[src/design/urx_pkg.sv]
// Constants, types and register map of the endpoint receive block
package urx_pkg;
    localparam logic [31:0] URX_DATA_ADDR = 32'h5000185a;
    localparam logic [31:0] URX_STAT_ADDR = 32'h5000185c;
    localparam logic [31:0] URX_CTRL_ADDR = 32'h5000185e;
    localparam logic [15:0] URX_REG_RESET = 16'h0000;
    localparam int URX_ERR_BIT = 7;
    localparam int URX_SETUP_BIT = 6;
    localparam int URX_TOGGLE_BIT = 5;
    localparam int URX_LAST_BIT = 4;
    localparam int URX_WL_LSB = 5;
    localparam int URX_WL_MSB = 6;
    localparam logic [3:0] URX_CNT_SAT = 4'hf;
    localparam logic [1:0] URX_WL_OFF = 2'b00;
    localparam logic [1:0] URX_WL_SMALL = 2'b01;
    localparam logic [1:0] URX_WL_LARGE = 2'b10;
    localparam logic [1:0] URX_WL_UNDEF = 2'b11;
    localparam int URX_WL_SMALL_FREE = 5;
    localparam int URX_WL_LARGE_FREE = 17;
    localparam logic [1:0] URX_CRC_BYTES = 2'h2;
    localparam int URX_PID_DATA1_BIT = 3;
    typedef enum logic [1:0] {
        URX_IDLE = 2'b00,
        URX_PID = 2'b01,
        URX_PAYLOAD = 2'b10,
        URX_DROP = 2'b11
    } urx_state_t;
    typedef struct packed {
        logic rd;
        logic wr;
        logic [31:0] addr;
        logic [15:0] wdata;
    } urx_bus_req_t;
    typedef struct packed {
        logic start;
        logic valid;
        logic [7:0] data;
        logic eop;
        logic err;
        logic setup;
    } urx_sie_rx_t;
endpackage

[src/design/urx_fifo_mem.sv]
// Receive FIFO storage with registered read data
`timescale 1ns/10ps
module urx_fifo_mem #(
    parameter int WIDTH = 8,
    parameter int DEPTH = 64
) (
    input wire logic clk,
    input wire logic resetn,
    input wire logic wr_en,
    input wire logic [$clog2(DEPTH)-1:0] wr_addr,
    input wire logic [WIDTH-1:0] wr_data,
    input wire logic rd_en,
    input wire logic [$clog2(DEPTH)-1:0] rd_addr,
    output logic [WIDTH-1:0] rd_data
);
    logic [WIDTH-1:0] mem [DEPTH];

    always_ff @(posedge clk) begin
        if (wr_en) begin
            mem[wr_addr] <= wr_data;
        end
    end

    always_ff @(posedge clk or negedge resetn) begin
        if (!resetn) begin
            rd_data <= '0;
        end else if (rd_en) begin
            rd_data <= mem[rd_addr];
        end
    end
endmodule

[src/design/urx_rx_endpoint.sv]
// Endpoint receive path: payload FIFO, status flags and warning limit
`timescale 1ns/10ps
module urx_rx_endpoint
    import urx_pkg::*;
#(
    parameter int DEPTH = 64
) (
    input wire logic clk,
    input wire logic resetn,
    input wire urx_bus_req_t bus_req,
    output logic [15:0] bus_rdata,
    output logic bus_rvalid,
    input wire urx_sie_rx_t sie_rx,
    input wire logic ep_iso,
    input wire logic frame_number_lsb,
    input wire logic test_mode,
    input wire logic fifo_flush,
    output logic hs_ack,
    output logic hs_nak,
    output logic rx_fifo_low_space_flag
);
    localparam int AW = $clog2(DEPTH);
    localparam logic [AW:0] DEPTH_C = (AW+1)'(DEPTH);
    localparam logic [AW:0] SMALL_C = (AW+1)'(URX_WL_SMALL_FREE);
    localparam logic [AW:0] LARGE_C = (AW+1)'(URX_WL_LARGE_FREE);
    localparam logic [AW:0] SAT_C = (AW+1)'(URX_CNT_SAT);

    urx_state_t state_reg;
    logic [AW-1:0] wr_ptr_reg;
    logic [AW-1:0] rd_ptr_reg;
    logic [AW:0] count_reg;
    logic [7:0] hold0_reg;
    logic [7:0] hold1_reg;
    logic [1:0] hold_cnt_reg;
    logic pid_data1_reg;
    logic overflow_reg;
    logic setup_pkt_reg;
    logic err_reg;
    logic setup_reg;
    logic toggle_reg;
    logic last_reg;
    logic flush_pend_reg;
    logic [1:0] warn_lim_reg;
    logic [15:0] rdata_reg;
    logic data_sel_reg;
    logic data_empty_reg;
    logic [7:0] mem_q;

    logic full, empty, rd_data, rd_stat, rd_ctrl, wr_ctrl, wr_data;
    logic byte_in, sie_push, sie_drop, tst_push, push, pop;
    logic pkt_end, short_pkt, pkt_bad, pkt_ok, pkt_over, do_flush;
    logic err_set, setup_set, last_set;
    logic [7:0] push_data;
    logic [3:0] cnt_field;
    logic [AW:0] free_bytes;
    logic warn_next;

    assign full = count_reg == DEPTH_C;
    assign empty = count_reg == '0;
    assign rd_data = bus_req.rd && bus_req.addr == URX_DATA_ADDR;
    assign rd_stat = bus_req.rd && bus_req.addr == URX_STAT_ADDR;
    assign rd_ctrl = bus_req.rd && bus_req.addr == URX_CTRL_ADDR;
    assign wr_ctrl = bus_req.wr && bus_req.addr == URX_CTRL_ADDR;
    assign wr_data = bus_req.wr && bus_req.addr == URX_DATA_ADDR;

    // Two bytes held back so the trailing CRC never reaches the FIFO
    assign byte_in = sie_rx.valid && state_reg == URX_PAYLOAD;
    assign sie_push = byte_in && hold_cnt_reg == URX_CRC_BYTES && !full;
    assign sie_drop = byte_in && hold_cnt_reg == URX_CRC_BYTES && full;
    // Packet data has priority; a colliding test write is lost
    assign tst_push = wr_data && test_mode && !full && !sie_push;
    assign push = sie_push || tst_push;
    assign push_data = sie_push ? hold1_reg : bus_req.wdata[7:0];
    assign pop = rd_data && !empty;

    assign pkt_end = sie_rx.eop && state_reg != URX_IDLE;
    assign short_pkt = hold_cnt_reg != URX_CRC_BYTES;
    assign pkt_bad = state_reg == URX_DROP || sie_rx.err || short_pkt;
    assign pkt_ok = pkt_end && !pkt_bad && !overflow_reg && !sie_drop;
    assign pkt_over = pkt_end && !pkt_bad && (overflow_reg || sie_drop);
    assign do_flush = flush_pend_reg && state_reg == URX_IDLE;

    assign err_set = (sie_rx.err && state_reg != URX_IDLE) || (pkt_end && short_pkt);
    assign setup_set = pkt_ok && setup_pkt_reg;
    assign last_set = pkt_ok && !ep_iso;

    assign cnt_field = count_reg > SAT_C ? URX_CNT_SAT : count_reg[3:0];
    assign free_bytes = DEPTH_C - count_reg;

    always_comb begin
        case (warn_lim_reg)
            URX_WL_SMALL: warn_next = free_bytes < SMALL_C;
            URX_WL_LARGE: warn_next = free_bytes < LARGE_C;
            default: warn_next = 1'b0;
        endcase
    end

    urx_fifo_mem #(
        .WIDTH(8),
        .DEPTH(DEPTH)
    ) u_mem (
        .clk(clk),
        .resetn(resetn),
        .wr_en(push),
        .wr_addr(wr_ptr_reg),
        .wr_data(push_data),
        .rd_en(pop),
        .rd_addr(rd_ptr_reg),
        .rd_data(mem_q)
    );

    always_ff @(posedge clk or negedge resetn) begin
        if (!resetn) begin
            state_reg <= URX_IDLE;
        end else begin
            case (state_reg)
                URX_IDLE: if (sie_rx.start) state_reg <= URX_PID;
                URX_PID: begin
                    if (sie_rx.eop) begin
                        state_reg <= URX_IDLE;
                    end else if (sie_rx.err) begin
                        state_reg <= URX_DROP;
                    end else if (sie_rx.valid) begin
                        state_reg <= URX_PAYLOAD;
                    end
                end
                URX_PAYLOAD: begin
                    if (sie_rx.eop) begin
                        state_reg <= URX_IDLE;
                    end else if (sie_rx.err) begin
                        state_reg <= URX_DROP;
                    end
                end
                URX_DROP: if (sie_rx.eop) state_reg <= URX_IDLE;
                default: state_reg <= URX_IDLE;
            endcase
        end
    end

    always_ff @(posedge clk or negedge resetn) begin
        if (!resetn) begin
            hold0_reg <= '0;
            hold1_reg <= '0;
            hold_cnt_reg <= '0;
            pid_data1_reg <= 1'b0;
            overflow_reg <= 1'b0;
            setup_pkt_reg <= 1'b0;
        end else if (state_reg == URX_IDLE && sie_rx.start) begin
            hold_cnt_reg <= '0;
            overflow_reg <= 1'b0;
            setup_pkt_reg <= sie_rx.setup;
        end else if (state_reg == URX_PID && sie_rx.valid) begin
            pid_data1_reg <= sie_rx.data[URX_PID_DATA1_BIT];
        end else if (byte_in) begin
            hold0_reg <= sie_rx.data;
            hold1_reg <= hold0_reg;
            if (hold_cnt_reg != URX_CRC_BYTES) begin
                hold_cnt_reg <= hold_cnt_reg + 2'h1;
            end
            if (sie_drop) begin
                overflow_reg <= 1'b1;
            end
        end
    end

    always_ff @(posedge clk or negedge resetn) begin
        if (!resetn) begin
            wr_ptr_reg <= '0;
            rd_ptr_reg <= '0;
            count_reg <= '0;
        end else if (do_flush) begin
            wr_ptr_reg <= '0;
            rd_ptr_reg <= '0;
            count_reg <= '0;
        end else begin
            if (push) begin
                wr_ptr_reg <= wr_ptr_reg + 1'b1;
            end
            if (pop) begin
                rd_ptr_reg <= rd_ptr_reg + 1'b1;
            end
            if (push && !pop) begin
                count_reg <= count_reg + 1'b1;
            end else if (pop && !push) begin
                count_reg <= count_reg - 1'b1;
            end
        end
    end

    // Flush waits for the packet in flight, as the engine may still write
    always_ff @(posedge clk or negedge resetn) begin
        if (!resetn) begin
            flush_pend_reg <= 1'b0;
        end else if (fifo_flush) begin
            flush_pend_reg <= 1'b1;
        end else if (do_flush) begin
            flush_pend_reg <= 1'b0;
        end
    end

    // Error holds until firmware flushes; a new error wins over the clear
    always_ff @(posedge clk or negedge resetn) begin
        if (!resetn) begin
            err_reg <= 1'b0;
        end else if (err_set) begin
            err_reg <= 1'b1;
        end else if (do_flush) begin
            err_reg <= 1'b0;
        end
    end

    always_ff @(posedge clk or negedge resetn) begin
        if (!resetn) begin
            setup_reg <= 1'b0;
        end else if (setup_set) begin
            setup_reg <= 1'b1;
        end else if (rd_stat) begin
            setup_reg <= 1'b0;
        end
    end

    always_ff @(posedge clk or negedge resetn) begin
        if (!resetn) begin
            toggle_reg <= 1'b0;
        end else if (pkt_ok) begin
            toggle_reg <= ep_iso ? frame_number_lsb : pid_data1_reg;
        end else if (rd_stat) begin
            toggle_reg <= 1'b0;
        end
    end

    always_ff @(posedge clk or negedge resetn) begin
        if (!resetn) begin
            last_reg <= 1'b0;
        end else if (last_set) begin
            last_reg <= 1'b1;
        end else if (rd_stat) begin
            last_reg <= 1'b0;
        end
    end

    always_ff @(posedge clk or negedge resetn) begin
        if (!resetn) begin
            hs_ack <= 1'b0;
            hs_nak <= 1'b0;
        end else begin
            hs_ack <= pkt_ok && !ep_iso;
            hs_nak <= pkt_over && !ep_iso;
        end
    end

    always_ff @(posedge clk or negedge resetn) begin
        if (!resetn) begin
            warn_lim_reg <= URX_REG_RESET[URX_WL_MSB:URX_WL_LSB];
        end else if (wr_ctrl) begin
            warn_lim_reg <= bus_req.wdata[URX_WL_MSB:URX_WL_LSB];
        end
    end

    always_ff @(posedge clk or negedge resetn) begin
        if (!resetn) begin
            rx_fifo_low_space_flag <= 1'b0;
        end else begin
            rx_fifo_low_space_flag <= warn_next;
        end
    end

    always_ff @(posedge clk or negedge resetn) begin
        if (!resetn) begin
            rdata_reg <= URX_REG_RESET;
            data_sel_reg <= 1'b0;
            data_empty_reg <= 1'b0;
            bus_rvalid <= 1'b0;
        end else begin
            bus_rvalid <= bus_req.rd;
            data_sel_reg <= rd_data;
            data_empty_reg <= empty;
            if (rd_stat) begin
                rdata_reg <= {8'h00, err_reg, setup_reg, toggle_reg, last_reg, cnt_field};
            end else if (rd_ctrl) begin
                rdata_reg <= {9'h000, warn_lim_reg, 5'h00};
            end else begin
                rdata_reg <= URX_REG_RESET;
            end
        end
    end

    // Upper byte of the data register is always zero
    assign bus_rdata = data_sel_reg ? {8'h00, data_empty_reg ? 8'h00 : mem_q} : rdata_reg;
endmodule

[config.mk]
export PLATFORM = sky130hd
export DESIGN_NAME = urx_rx_endpoint
export DESIGN_NICKNAME = d
export VERILOG_FILES = /design/src/design/urx_pkg.sv /design/src/design/urx_fifo_mem.sv /design/src/design/urx_rx_endpoint.sv
export SDC_FILE = /design/constraint.sdc
export NUM_CORES = 1
export LEC_CHECK = 0
export ABC_AREA = 1
export BUFFER_PORTS_ARGS = -buffer_cell sky130_fd_sc_hd__buf_2
export CAP_MARGIN = 20
export CORE_MARGIN = 5
export CORE_UTILIZATION = 55
export CTS_BUF_LIST = sky130_fd_sc_hd__clkbuf_2 sky130_fd_sc_hd__clkbuf_4 sky130_fd_sc_hd__clkbuf_8
export CTS_CLUSTER_DIAMETER = 200
export DETAILED_ROUTE_END_ITERATION = 10
export PLACE_DENSITY = 0.76
export SLEW_MARGIN = 20
export SYNTH_ARGS = -nofsm -noshare
export SYNTH_HDL_FRONTEND = slang
export SYNTH_HIERARCHICAL = 1
export SYNTH_SLANG_ARGS = --single-unit
[constraint.sdc]
create_clock -name clk -period 12.55 [get_ports clk]
set_clock_uncertainty 0.15 [all_clocks]
set_input_delay 1.255 -clock clk [delete_from_list [all_inputs] [get_ports clk]]
set_output_delay 1.255 -clock clk [all_outputs]
set_load 0.05 [all_outputs]
==> results.md, run 1 <==
* Drt total wl at about 60,000 um
* RSZ-0062 raised after global routing: no
* Switching share of power at between 20% and 30%
* Post-Synthesis Cell Area at roughly 0.025 mm^2
* Placed Cells incl. Taps at between 2,000 and 3,000
* Complex-gate fraction of the synthesized area at about 1.6%
* Root buf cell: clkbuf_8
* Slew @ Worst Pin at between 1 and 1.5 ns
* CTS buffer count at between 90 and 100
* Routability cong. at around 0.87
* Worst path required time at around 13 ns
* CP delay by family, top: simple AND/OR/NAND/NOR gates
* Wire per inst at ~20 um
* Clock-pin slew on the worst setup and hold paths at approximately 0.06 ns
* Final Cycle Share at between 30% and 40%
* Fin crit period at 4.50 ns
* Final Hold Fails at 0
* Synth Area in XOR/XNOR at less than 1%
* Critical Setup Path Class: input port to flop
* Maxcap violations at 0
* Number of fill cells at between 3,000 and 4,000
* Synth unique cells at 45
* Worst setup EP type: flop
* Hold Path Class: flop to flop
* Startpoint class of the critical path: input port
* Achievable Freq at roughly 220 MHz
* Clock latency on the worst-skew pair at roughly 0.65 ns
* Largest net degree at the start of global routing at around 140
* Status: completed
* Fraction of the mapped netlist area in adder cells at less than 1%
* Via count at approximately 17,000
* Clock tree buffer depth at 3
* #FFs+latches synth at just under 600
* H-tree depth at 3
* Logic pwr share at between 6 and 7%
* Buf+Inv Stages, Crit Path at 2
* Initial Util at around 55%
* Part of the power in registers at a little over half
* Post-route insts no fill at 3,018
* Crit path from: sie_rx[11]
* Vias per cell at approximately 5.7
* Clock group share of total power at approximately two fifths
* Layout area overhead at 9.46%
* GR Overflow Total at 0
* # resized after CTS at 0
* Hold Path Origin: hold0_reg[3]
* Initial antenna violation count at 1
* Endpoints failing setup at 0
* CTS Hold Bufs at 0
* Max FO, Critical Path at 35
* Largest family of logic cells by synthesized area: simple AND/OR/NAND/NOR gates
* Vias in the first global route at about 17,000
* Max reg flops at between 500 and 600
* Drt pass-1 iters at 5
* Setup TNS at 0 ns
* Drt initial violations at about 2,100
* Top reg by flops: u_mem/mem
* Dominant synthesized flop cell: edfxtp_1
* Power per cell area at 147 mW/mm^2
* Cells after synthesis at approximately 2,300
* Finished Core Util at approximately three fifths
* Die ar. at between 0.04 and 0.05 mm^2
* Cell-internal power at 3090 uW
* Number of port buffers at around 70
* Fraction of layout cells with a size suffix above 1 at about an eighth
* IR drop worst, VDD at around 0.11 mV
* Core Footprint at around 0.045 mm^2
* Syn avg cell area at roughly 11 um^2
* # DRC at 0
* Async S/R FF share, synth at approximately an eighth
* Post-CTS setup buffers at 0
* GRT Total Usage at ~23%
* Sequential element share of the synthesized area at between 60% and 70%
* Max Transition Viols Final at 0
* Yosys warnings at 6
* Leak at 0.0103 uW
* FP Rows at 78
* NumNets Final at approximately 2,400
* Net Sw Power at approximately 920 uW
* Critical Path, Cell by Cell: buf_2 -> nand3_4 -> nor3_4 -> inv_2 -> nand2_4 -> nand4_1 -> nor2_1
* Reg2Reg Launch Point: count_reg[0]
* Slowest stage delay, CP at 1.03 ns
* Relative slew slack at roughly 28%
* Synth Area in Simple Gates at between 20% and 30%
* Most common cell after layout, fill and taps aside: nand2_1
* Dpl hpwl at between 30,000 and 40,000 um
* Chip height at around 220 um
* Clk sinks at 583
* CP Data Arrival Time at around 4.6 ns
* IO Count at just under 90
* Commonest non-fill, non-tap cells in the layout: nand2_1, edfxtp_1, nand3_1
* First-pass GRT wire length at slightly above 90,000 um
* Post-synth EDFFs at between 500 and 600
* Multiplexer share of the synthesized area at less than 1%
* CP max-delay cell: nor2_1
* Die width at 223 um
* Final ANT Viol Nets at 0
* CTS tree: done
-- final timing paths --
path,end,slack [ns],cells past startpoint
min in group asynchronous,u_mem/rd_data[1],0.59,1
max,u_mem/mem[28][0],8.05,7
min,hold0_reg[3],0.33,2
max reg2reg,u_mem/mem[28][0],8.11,9
max in group asynchronous,rd_ptr_reg[0],10.96,1
min reg2reg,hold0_reg[3],0.33,2
-- layout make-up --
type,count,area (um^2),area share [%]
antenna,1,2.50,0.00915
clock buffer,134,1620,5.92
clock inverter,29,165,0.604
inverter,91,348,1.27
multi-input combinational,1485,6730,24.6
sequential,583,17200,62.8
tap,600,751,2.75
timing repair buffer,95,567,2.07
-- layer usage --
layer,GRT usage (%),vias up,wire [um]
met5,0,-,0
met2,37.6,806,28600
met4,8.26,0,1560
li1,-,8011,-
met1,31.7,8334,23600
met3,4.54,109,5020
-- power by group through the flow --
stage | logic [uW] | registers [uW] | clock network, uW
floorplan | 175 | 2240 | 0
finish | 264 | 2200 | 1550
CTS | 262 | 2200 | 1580
detailed placement | 260 | 2240 | 0
global placement | 248 | 2240 | 0
global route | 296 | 2210 | 1670
-- worst register-to-register path: cells and delay by family (launching register included) --
| kind | cells | cell delay, ns |
|---|---|---|
| AND/OR/NAND/NOR | 6 | 2.79 |
| buffers and inverters | 2 | 0.33 |
| flip-flops | 1 | 0.52 |
| adder cells (fa/ha/maj) | 1 | 0.26 |
-- through the flow --
stage / setup WS (ns) / hold WS [ns] / power, uW / instance area [um^2]
6_report: 8.05 / 0.334 / 4010 / 27300
5_1_grt: 7.94 / 0.359 / 4170 / 27300
4_1_cts: 8.20 / 0.336 / 4040 / 27300
3_5_place_dp: 7.50 / 0.318 / 2500 / 25500
3_3_place_gp: 7.61 / 0.318 / 2490 / 25500
2_1_floorplan: 7.53 / 0.299 / 2410 / 25000
-- cell usage after synthesis (2+ instances only) --
cell type / count / area, um^2
nor3_1: 10 / 50.1
inv_1: 86 / 323
nand3_1: 497 / 2490
o211ai_1: 2 / 15.0
buf_6: 26 / 293
nor2_2: 2 / 12.5
buf_1: 9 / 33.8
o21ai_0: 34 / 170
nand2_4: 2 / 22.5
nand3_4: 2 / 35.0
xor2_1: 3 / 26.3
nand2_1: 710 / 2670
nor4_1: 8 / 50.1
nor2_4: 3 / 33.8
a21oi_2: 2 / 17.5
o22ai_1: 4 / 25.0
inv_2: 4 / 15.0
nand4_1: 12 / 75.1
xnor2_1: 6 / 52.6
nor2_1: 121 / 454
nand3_2: 3 / 30.0
dfrtp_1: 71 / 1780
a21oi_1: 22 / 110
or2_2: 2 / 12.5
clkbuf_1: 21 / 78.8
buf_2: 50 / 250
o21ai_1: 4 / 20.0
buf_4: 21 / 158
nand2_2: 4 / 25.0
ha_1: 12 / 150
a211oi_1: 2 / 15.0
edfxtp_1: 512 / 15400
-- logic make-up after synthesis --
kind of cell / count (synthesis)
simple gates: 1380
flops: 583
buf+inv: 219
compound gates: 74
fa+ha+maj: 13
xor+xnor: 9
other cells: 1
mux: 1
Note: power is estimated with default switching activity, not from simulation.
==> run 2, diff against run 1 <==
--- a/config.mk
+++ b/config.mk
@@ -5,7 +5,7 @@
 export SDC_FILE = /design/constraint.sdc
 export NUM_CORES = 1
 export LEC_CHECK = 0
-export ABC_AREA = 1
+export ABC_AREA = 0
 export BUFFER_PORTS_ARGS = -buffer_cell sky130_fd_sc_hd__buf_2
 export CAP_MARGIN = 20
 export CORE_MARGIN = 5
==> constraint.sdc (replaced) <==
create_clock -name clk -period 4.2 [get_ports clk]
set_clock_uncertainty 0.15 [all_clocks]
set_input_delay 0.42 -clock clk [delete_from_list [all_inputs] [get_ports clk]]
set_output_delay 0.42 -clock clk [all_outputs]
set_load 0.05 [all_outputs]
==> run 2 against run 1 <==
Die area down 4.4%. Wire length down 11%. Sequential power rose to 3.0 times the previous value. Worst setup slack worse by 7.7 ns. Synthesized cell count down 42%. Combinational power up 110%. Critical path depth up 7. Global-route usage down 0.84 points. Sequential cell count unchanged. Non-clock buffer count up 89. Via count down 25%. Power rose to 2.9 times the previous value. Largest cell class unchanged.
==> results.md, run 2 <==
* # DRC at 0
* Top cells by count, synth: edfxtp_1, mux4_2, nor2_1, nand2_1, dfrtp_1
* Hold_ws at about 0.042 ns
* Achievable Freq at between 200 and 300 MHz
* Wire per inst at between 20 and 25 um
* Max reg flops at between 500 and 600
* Core Footprint at between 0.04 and 0.05 mm^2
* Design Area, Final at about 0.027 mm^2
* Yosys warnings at 6
* H-tree depth at 3
* Most frequent cell after synthesis: edfxtp_1
* Commonest non-fill, non-tap cells in the layout: edfxtp_1, mux4_2, nor2_1
* Critical Setup Path Class: flop to flop
* Max Transition Viols Final at 0
* #FFs+latches synth at ~580
* Post-Synthesis Cell Area at between 0.02 and 0.025 mm^2
* Worst setup EP type: flop
* Startpoint class of the critical path: flop
* Ant. Diodes at 0
* Chip height at 218 um
* Most common cell after layout, fill and taps aside: edfxtp_1
* GRT Total Usage at around 22%
* Async S/R FF share, synth at about an eighth
* Final Cycle Share at between 90% and 100%
* Critical Path, Cell by Cell: inv_1 -> ha_1 -> or4b_4 -> o21ai_2 -> or4_4 -> nand2_2 -> nand2_1 -> fa_1 -> a211oi_1 -> o21bai_1 -> a21o_1 -> o211ai_1 -> o31a_1 -> mux2i_1
* Synth area leaders: edfxtp_1, mux4_2, dfrtp_1
* Reg2Reg Launch Point: count_reg[0]
* Worst Hold Depth at 4
* Area after DPL at 0.0253 mm^2
* Syn avg cell area at around 18 um^2
* Routability cong. at 0.840
* RSZ-0062 raised after global routing: no
* Slowest stage delay, CP at between 0.5 and 0.6 ns
* Finished Core Util at a little under two thirds
* Clock-pin slew on the worst setup and hold paths at around 0.070 ns
* Final Hold Fails at 0
* R2r worst-path depth at 14
* Root buf cell: clkbuf_8
* Dpl hpwl at between 30,000 and 40,000 um
* Worst path required time at roughly 4.6 ns
* CTS buffer count at 90
* Layout area overhead at 14.5%
* Fraction of layout cells with a size suffix above 1 at between 30% and 40%
* # resized after CTS at 0
* Vias in the first global route at between 10,000 and 15,000
* First-pass GRT wire length at around 80,000 um
* Dominant synthesized flop cell: edfxtp_1
* Clock tree buffer depth at 3
* CP max-delay cell: or4_4
* Initial Util at between 50% and 60%
* Drt pass-1 iters at 5
* IR drop worst, VDD at approximately 0.34 mV
* GR Overflow Total at 0
* Synth unique cells at 66
* Clk sinks at 583
* Synth area leader: edfxtp_1
* Power per cell area at around 420 mW/mm^2
* Leak at ~0.009 uW
* Drt initial violations at roughly 1,300
* Cells after synthesis at around 1,300
* R2R Setup Slk at about 0.33 ns
* Maxcap violations at 0
* Hold worst-path end: data_sel_reg
* Clock latency on the worst-skew pair at 0.64 ns
* Yosys top cell area share at 64.5%
* CP Data Arrival Time at about 4.3 ns
* Final ANT Viol Nets at 0
* Drt total wl at 52,200 um
* End of the worst register-to-register path: count_reg[6]
* Max FO, Critical Path at 8
* Die width at 218 um
* CTS tree: done
* Top reg by flops: u_mem/mem
* Initial antenna violation count at 0
* Largest net degree at the start of global routing at 65
* Status: completed
* NumNets Final at approximately 1,600
* Vias per cell at a little under 6
* Setup TNS at 0 ns
* Buf+Inv Stages, Crit Path at 1
* Total power at 11,600 uW
* Sequential element share of the synthesized area at 71.9%
* Via count at 13,000
* FP Rows at 76
* Hold Path Origin: bus_req[47]
* Hold Path Class: input port to flop
* Endpoints failing setup at 0
* Number of port buffers at 72
* CP delay by family, top: simple AND/OR/NAND/NOR gates
* Die ar. at approximately 0.048 mm^2
* Relative slew slack at between 30% and 40%
* Slew @ Worst Pin at 0.972 ns
* Post-synth EDFFs at approximately 510
* IO Count at 89
* Fin crit period at around 3.9 ns
## run 2: routing by layer
| metal | share of wire [%] | GRT usage (%) | vias to the layer above |
|---|---|---|---|
| met5 | 0 | 0 | - |
| met4 | 3.7 | 8.58 | 0 |
| met3 | 7.1 | 4.49 | 123 |
| met2 | 50 | 35.7 | 548 |
| met1 | 40 | 31.0 | 6650 |
| li1 | - | - | 5638 |
## run 2: area by class of cell
class / instances / area, um^2
Multi-Input combinational cell: 637 / 6240
Sequential cell: 583 / 17200
Inverter: 34 / 130
Timing Repair Buffer: 184 / 1320
Tap cell: 585 / 732
Clock buffer: 134 / 1600
Fill cell: 3002 / 15700
Clock inverter: 23 / 106
## run 2: kinds of logic (layout without fill, tap and decap cells)
group,Yosys count,in the layout,share of synthesized area [%]
flops,583,583,71.9
simple gates,278,278,6.11
mux,204,204,15.1
compound gates,117,117,3.41
buf+inv,106,375,2.13
xor+xnor,18,18,0.661
fa+ha+maj,12,12,0.661
other cells,1,8,0.0157
## run 2: what timing repair did
item                      in CTS  in global routing
buffers inserted               0                  0
hold endpoints to repair      65                  0
hold buffers                  24                  0
## run 2: power by group
group          internal, uW  switching (uW)  total [uW]
sequential             6440            88.0        6520
clock                  2420            2080        4510
combinational           197             364         561
total                  9060            2540       11600
## run 2: stage by stage
step           setup slack [ns]  instances
6_report                  0.332       2180
5_1_grt                  0.0800       2180
3_5_place_dp              0.321       1999
3_3_place_gp              0.445       1999
4_1_cts                   0.317       2180
2_1_floorplan             0.685       1326
## run 2: worst max-delay path by stage
stage                 startpoint            to  slack (ns)  cells after the start
global placement    count_reg[0]  count_reg[6]        0.44                     14
detailed placement   bus_req[16]  count_reg[6]        0.32                     13
floorplan           count_reg[0]  count_reg[6]        0.68                     14
finish              count_reg[0]  count_reg[6]        0.33                     14
global route        count_reg[0]  count_reg[6]        0.08                     14
CTS                 count_reg[0]  count_reg[6]        0.32                     14
## run 2: worst reg2reg max path, stage by stage, from the launching register on
cell and delay, ns:
dfrtp_1 0.51, inv_1 0.10, ha_1 0.24, or4b_4 0.24, o21ai_2 0.08, or4_4 0.57
nand2_2 0.16, nand2_1 0.20, fa_1 0.47, a211oi_1 0.31, o21bai_1 0.13, a21o_1 0.20
o211ai_1 0.08, o31a_1 0.17, mux2i_1 0.20
==> run 3, diff against run 2 <==
--- a/config.mk
+++ b/config.mk
@@ -6,6 +6,7 @@
 export NUM_CORES = 1
 export LEC_CHECK = 0
 export ABC_AREA = 0
+export ABC_CLOCK_PERIOD_IN_PS = 3800
 export BUFFER_PORTS_ARGS = -buffer_cell sky130_fd_sc_hd__buf_2
 export CAP_MARGIN = 20
 export CORE_MARGIN = 5
==> constraint.sdc (replaced) <==
create_clock -name clk -period 3.8 [get_ports clk]
set_clock_uncertainty 0.15 [all_clocks]
set_input_delay 0.38 -clock clk [delete_from_list [all_inputs] [get_ports clk]]
set_output_delay 0.38 -clock clk [all_outputs]
set_load 0.05 [all_outputs]
==> run 3 against run 2 <==
Design area up 0.83%. Non-clock buffer count up 19. Register-to-register slack worse by 0.15 ns. Largest power group unchanged. Die area unchanged. Power up 12%. Hold slack better by 0.018 ns. Combinational power up 12%.
==> results.md, run 3 (same netlist as run 2, synthesis figures left out) <==
* Status: completed
* Maxcap violations at 0
* Hold worst-path end: data_sel_reg
* Post-route insts no fill at 2,200
* Worst Hold Depth at 5
* End of the worst register-to-register path: count_reg[6]
* Max reg flops at 512
* CP max-delay cell: or4_4
* Power per cell area at approximately 470 mW/mm^2
* Drt pass-1 iters at 5
* Clock latency on the worst-skew pair at 0.66 ns
* Ant. Diodes at 0
* Part of the power in registers at between 50% and 60%
* Initial Util at a little under three fifths
* Max FO, Critical Path at 6
* Die width at 218 um
* Slew @ Worst Pin at ~0.92 ns
* Highest Signal Layer: met4
* Clock-pin slew on the worst setup and hold paths at 0.07 ns
* GR Overflow Total at 0
* Via count at ~13,000
* Layout area overhead at 15.4%
* Area after DPL at roughly 0.025 mm^2
* R2r worst-path depth at 14
* Fin crit period at approximately 3.6 ns
* RSZ-0062 raised after global routing: no
* Vias per cell at about 6
* H-tree depth at 3
* Leak at approximately 0.0093 uW
* Max Transition Viols Final at 0
* Final ANT Viol Nets at 0
* Routability cong. at about 0.87
* Hold Path Origin: bus_req[47]
* Post-CTS setup buffers at 0
* Critical Setup Path Class: flop to flop
* CP Data Arrival Time at around 4 ns
* First-pass GRT wire length at just under 80,000 um
* Most common cell after layout, fill and taps aside: edfxtp_1
* Root buf cell: clkbuf_8
* Hold Path Class: input port to flop
* IO Count at ~90
* Met2 Wirelength at roughly 25,000 um
* Total power at roughly 13,000 uW
* Placed Cells incl. Taps at between 2,000 and 2,500
* Slowest stage delay, CP at between 0.5 and 0.6 ns
* Logic pwr share at around 4.8%
* Final Cycle Share at between 90% and 100%
* NumNets Final at 1,628
* Fraction of layout cells with a size suffix above 1 at between 30% and 40%
* Design Area, Final at around 0.028 mm^2
* Met3 Wirelength at 3450 um
* Switching share of power at a little over a fifth
* Wl on met1 at between 20,000 and 25,000 um
* Endpoints failing setup at 0
* # DRC at 0
* Critical Path, Cell by Cell: inv_1 -> ha_1 -> or4b_4 -> o21ai_2 -> or4_4 -> nand2_2 -> nand2_1 -> fa_1 -> a211oi_2 -> o21bai_1 -> a21o_1 -> o211ai_1 -> o31a_1 -> mux2i_1
* Core Footprint at roughly 0.043 mm^2
* Net Sw Power at 2810 uW
* Number of fill cells at slightly below 3,000
* Vias in the first global route at roughly 13,000
* Largest net degree at the start of global routing at 65
* CTS buffer count at 88
* Setup TNS at 0 ns
* R2R Setup Slk at 0.18 ns
* FP Rows at 76
* Final Hold Fails at 0
* Drt total wl at a little over 50,000 um
* Startpoint class of the critical path: flop
* Clock group share of total power at 39.8%
* Dpl hpwl at 31,600 um
* Die ar. at 0.0476 mm^2
* Worst path required time at between 4 and 5 ns
* Initial antenna violation count at 0
* CTS tree: done
* Relative slew slack at about two fifths
* Cell-internal power at ~10,000 uW
* Number of port buffers at slightly above 70
* Hold_ws at 0.0603 ns
* Wire per inst at between 20 and 25 um
* Chip height at between 200 and 250 um
* Commonest non-fill, non-tap cells in the layout: edfxtp_1, mux4_2, clkbuf_8
* Clock tree buffer depth at 3
* Top reg by flops: u_mem/mem
* GRT Total Usage at 21.6%
* Clk sinks at between 500 and 600
* IR drop worst, VDD at about 0.36 mV
* Achievable Freq at 277 MHz
* Worst setup EP type: flop
* Reg2Reg Launch Point: count_reg[0]
* Drt initial violations at about 1,300
==> run 3: cell count changes in the layout (fill, tap and decap cells not counted), moves of 3 or more <==
cell,delta
clkinv_2,-4
dlygate4sd3_1,+4
buf_4,+16
clkbuf_4,-8
clkbuf_8,+6
clkinv_1,+3
mux2_2,+4
mux2_4,-4
inv_6,+3
==> run 3: timing repair <==
action	CTS	global route
resized for setup	0	1
hold buffers	28	0
hold endpoints to repair	102	0
endpoints found under the setup margin	0	1
==> run 3: final cells by class <==
| type | instances | area, um^2 | share of cell area [%] |
|---|---|---|---|
| clock buffers | 132 | 1620 | 5.90 |
| clock inverters | 26 | 180 | 0.655 |
| inverters | 34 | 130 | 0.473 |
| multi-input cells | 637 | 6230 | 22.6 |
| flip-flops and latches | 583 | 17200 | 62.4 |
| well taps | 585 | 732 | 2.66 |
| repair buffers | 203 | 1460 | 5.32 |
==> run 3: per-stage QoR <==
step / utilization, % / setup WS [ns]
after floorplan: - / 0.285
after global placement: 59.1 / 0.231
after detailed placement: 59.1 / 0.0977
after CTS: 64.0 / 0.126
after global routing: 64.0 / 0.00731
final: 64.0 / 0.184
==> run 3: power by group through the flow <==
stage / combinational, uW / clock, uW / sequential [uW]
2_1_floorplan: 412 / 0 / 7300
3_3_place_gp: 568 / 0 / 7320
3_5_place_dp: 601 / 0 / 7330
4_1_cts: 626 / 5280 / 7200
5_1_grt: 703 / 5590 / 7210
6_report: 630 / 5180 / 7200
==> run 3: per-layer routing <==
metal,vias to the layer above,GRT usage (%)
met5,-,0
li1,5672,-
met1,6566,30.3
met2,499,34.1
met3,126,3.88
met4,0,8.83
==> run 3: worst max-delay path: cells and delay by family, from the launching register on <==
kind / cells / cell delay [ns]
compound gates: 6 / 0.90
fa+ha+maj: 2 / 0.71
buf+inv: 1 / 0.06
flops: 1 / 0.35
mux: 1 / 0.19
simple gates: 4 / 1.17
==> run 3: worst max-delay path by stage <==
| stage | from | end | slack (ns) |
|---|---|---|---|
| floorplan | count_reg[0] | count_reg[6] | 0.28 |
| global placement | bus_req[25] | count_reg[6] | 0.23 |
| detailed placement | bus_req[25] | count_reg[6] | 0.1 |
| CTS | count_reg[0] | count_reg[6] | 0.13 |
| global route | count_reg[0] | count_reg[6] | 0.007 |
| finish | count_reg[0] | count_reg[6] | 0.18 |
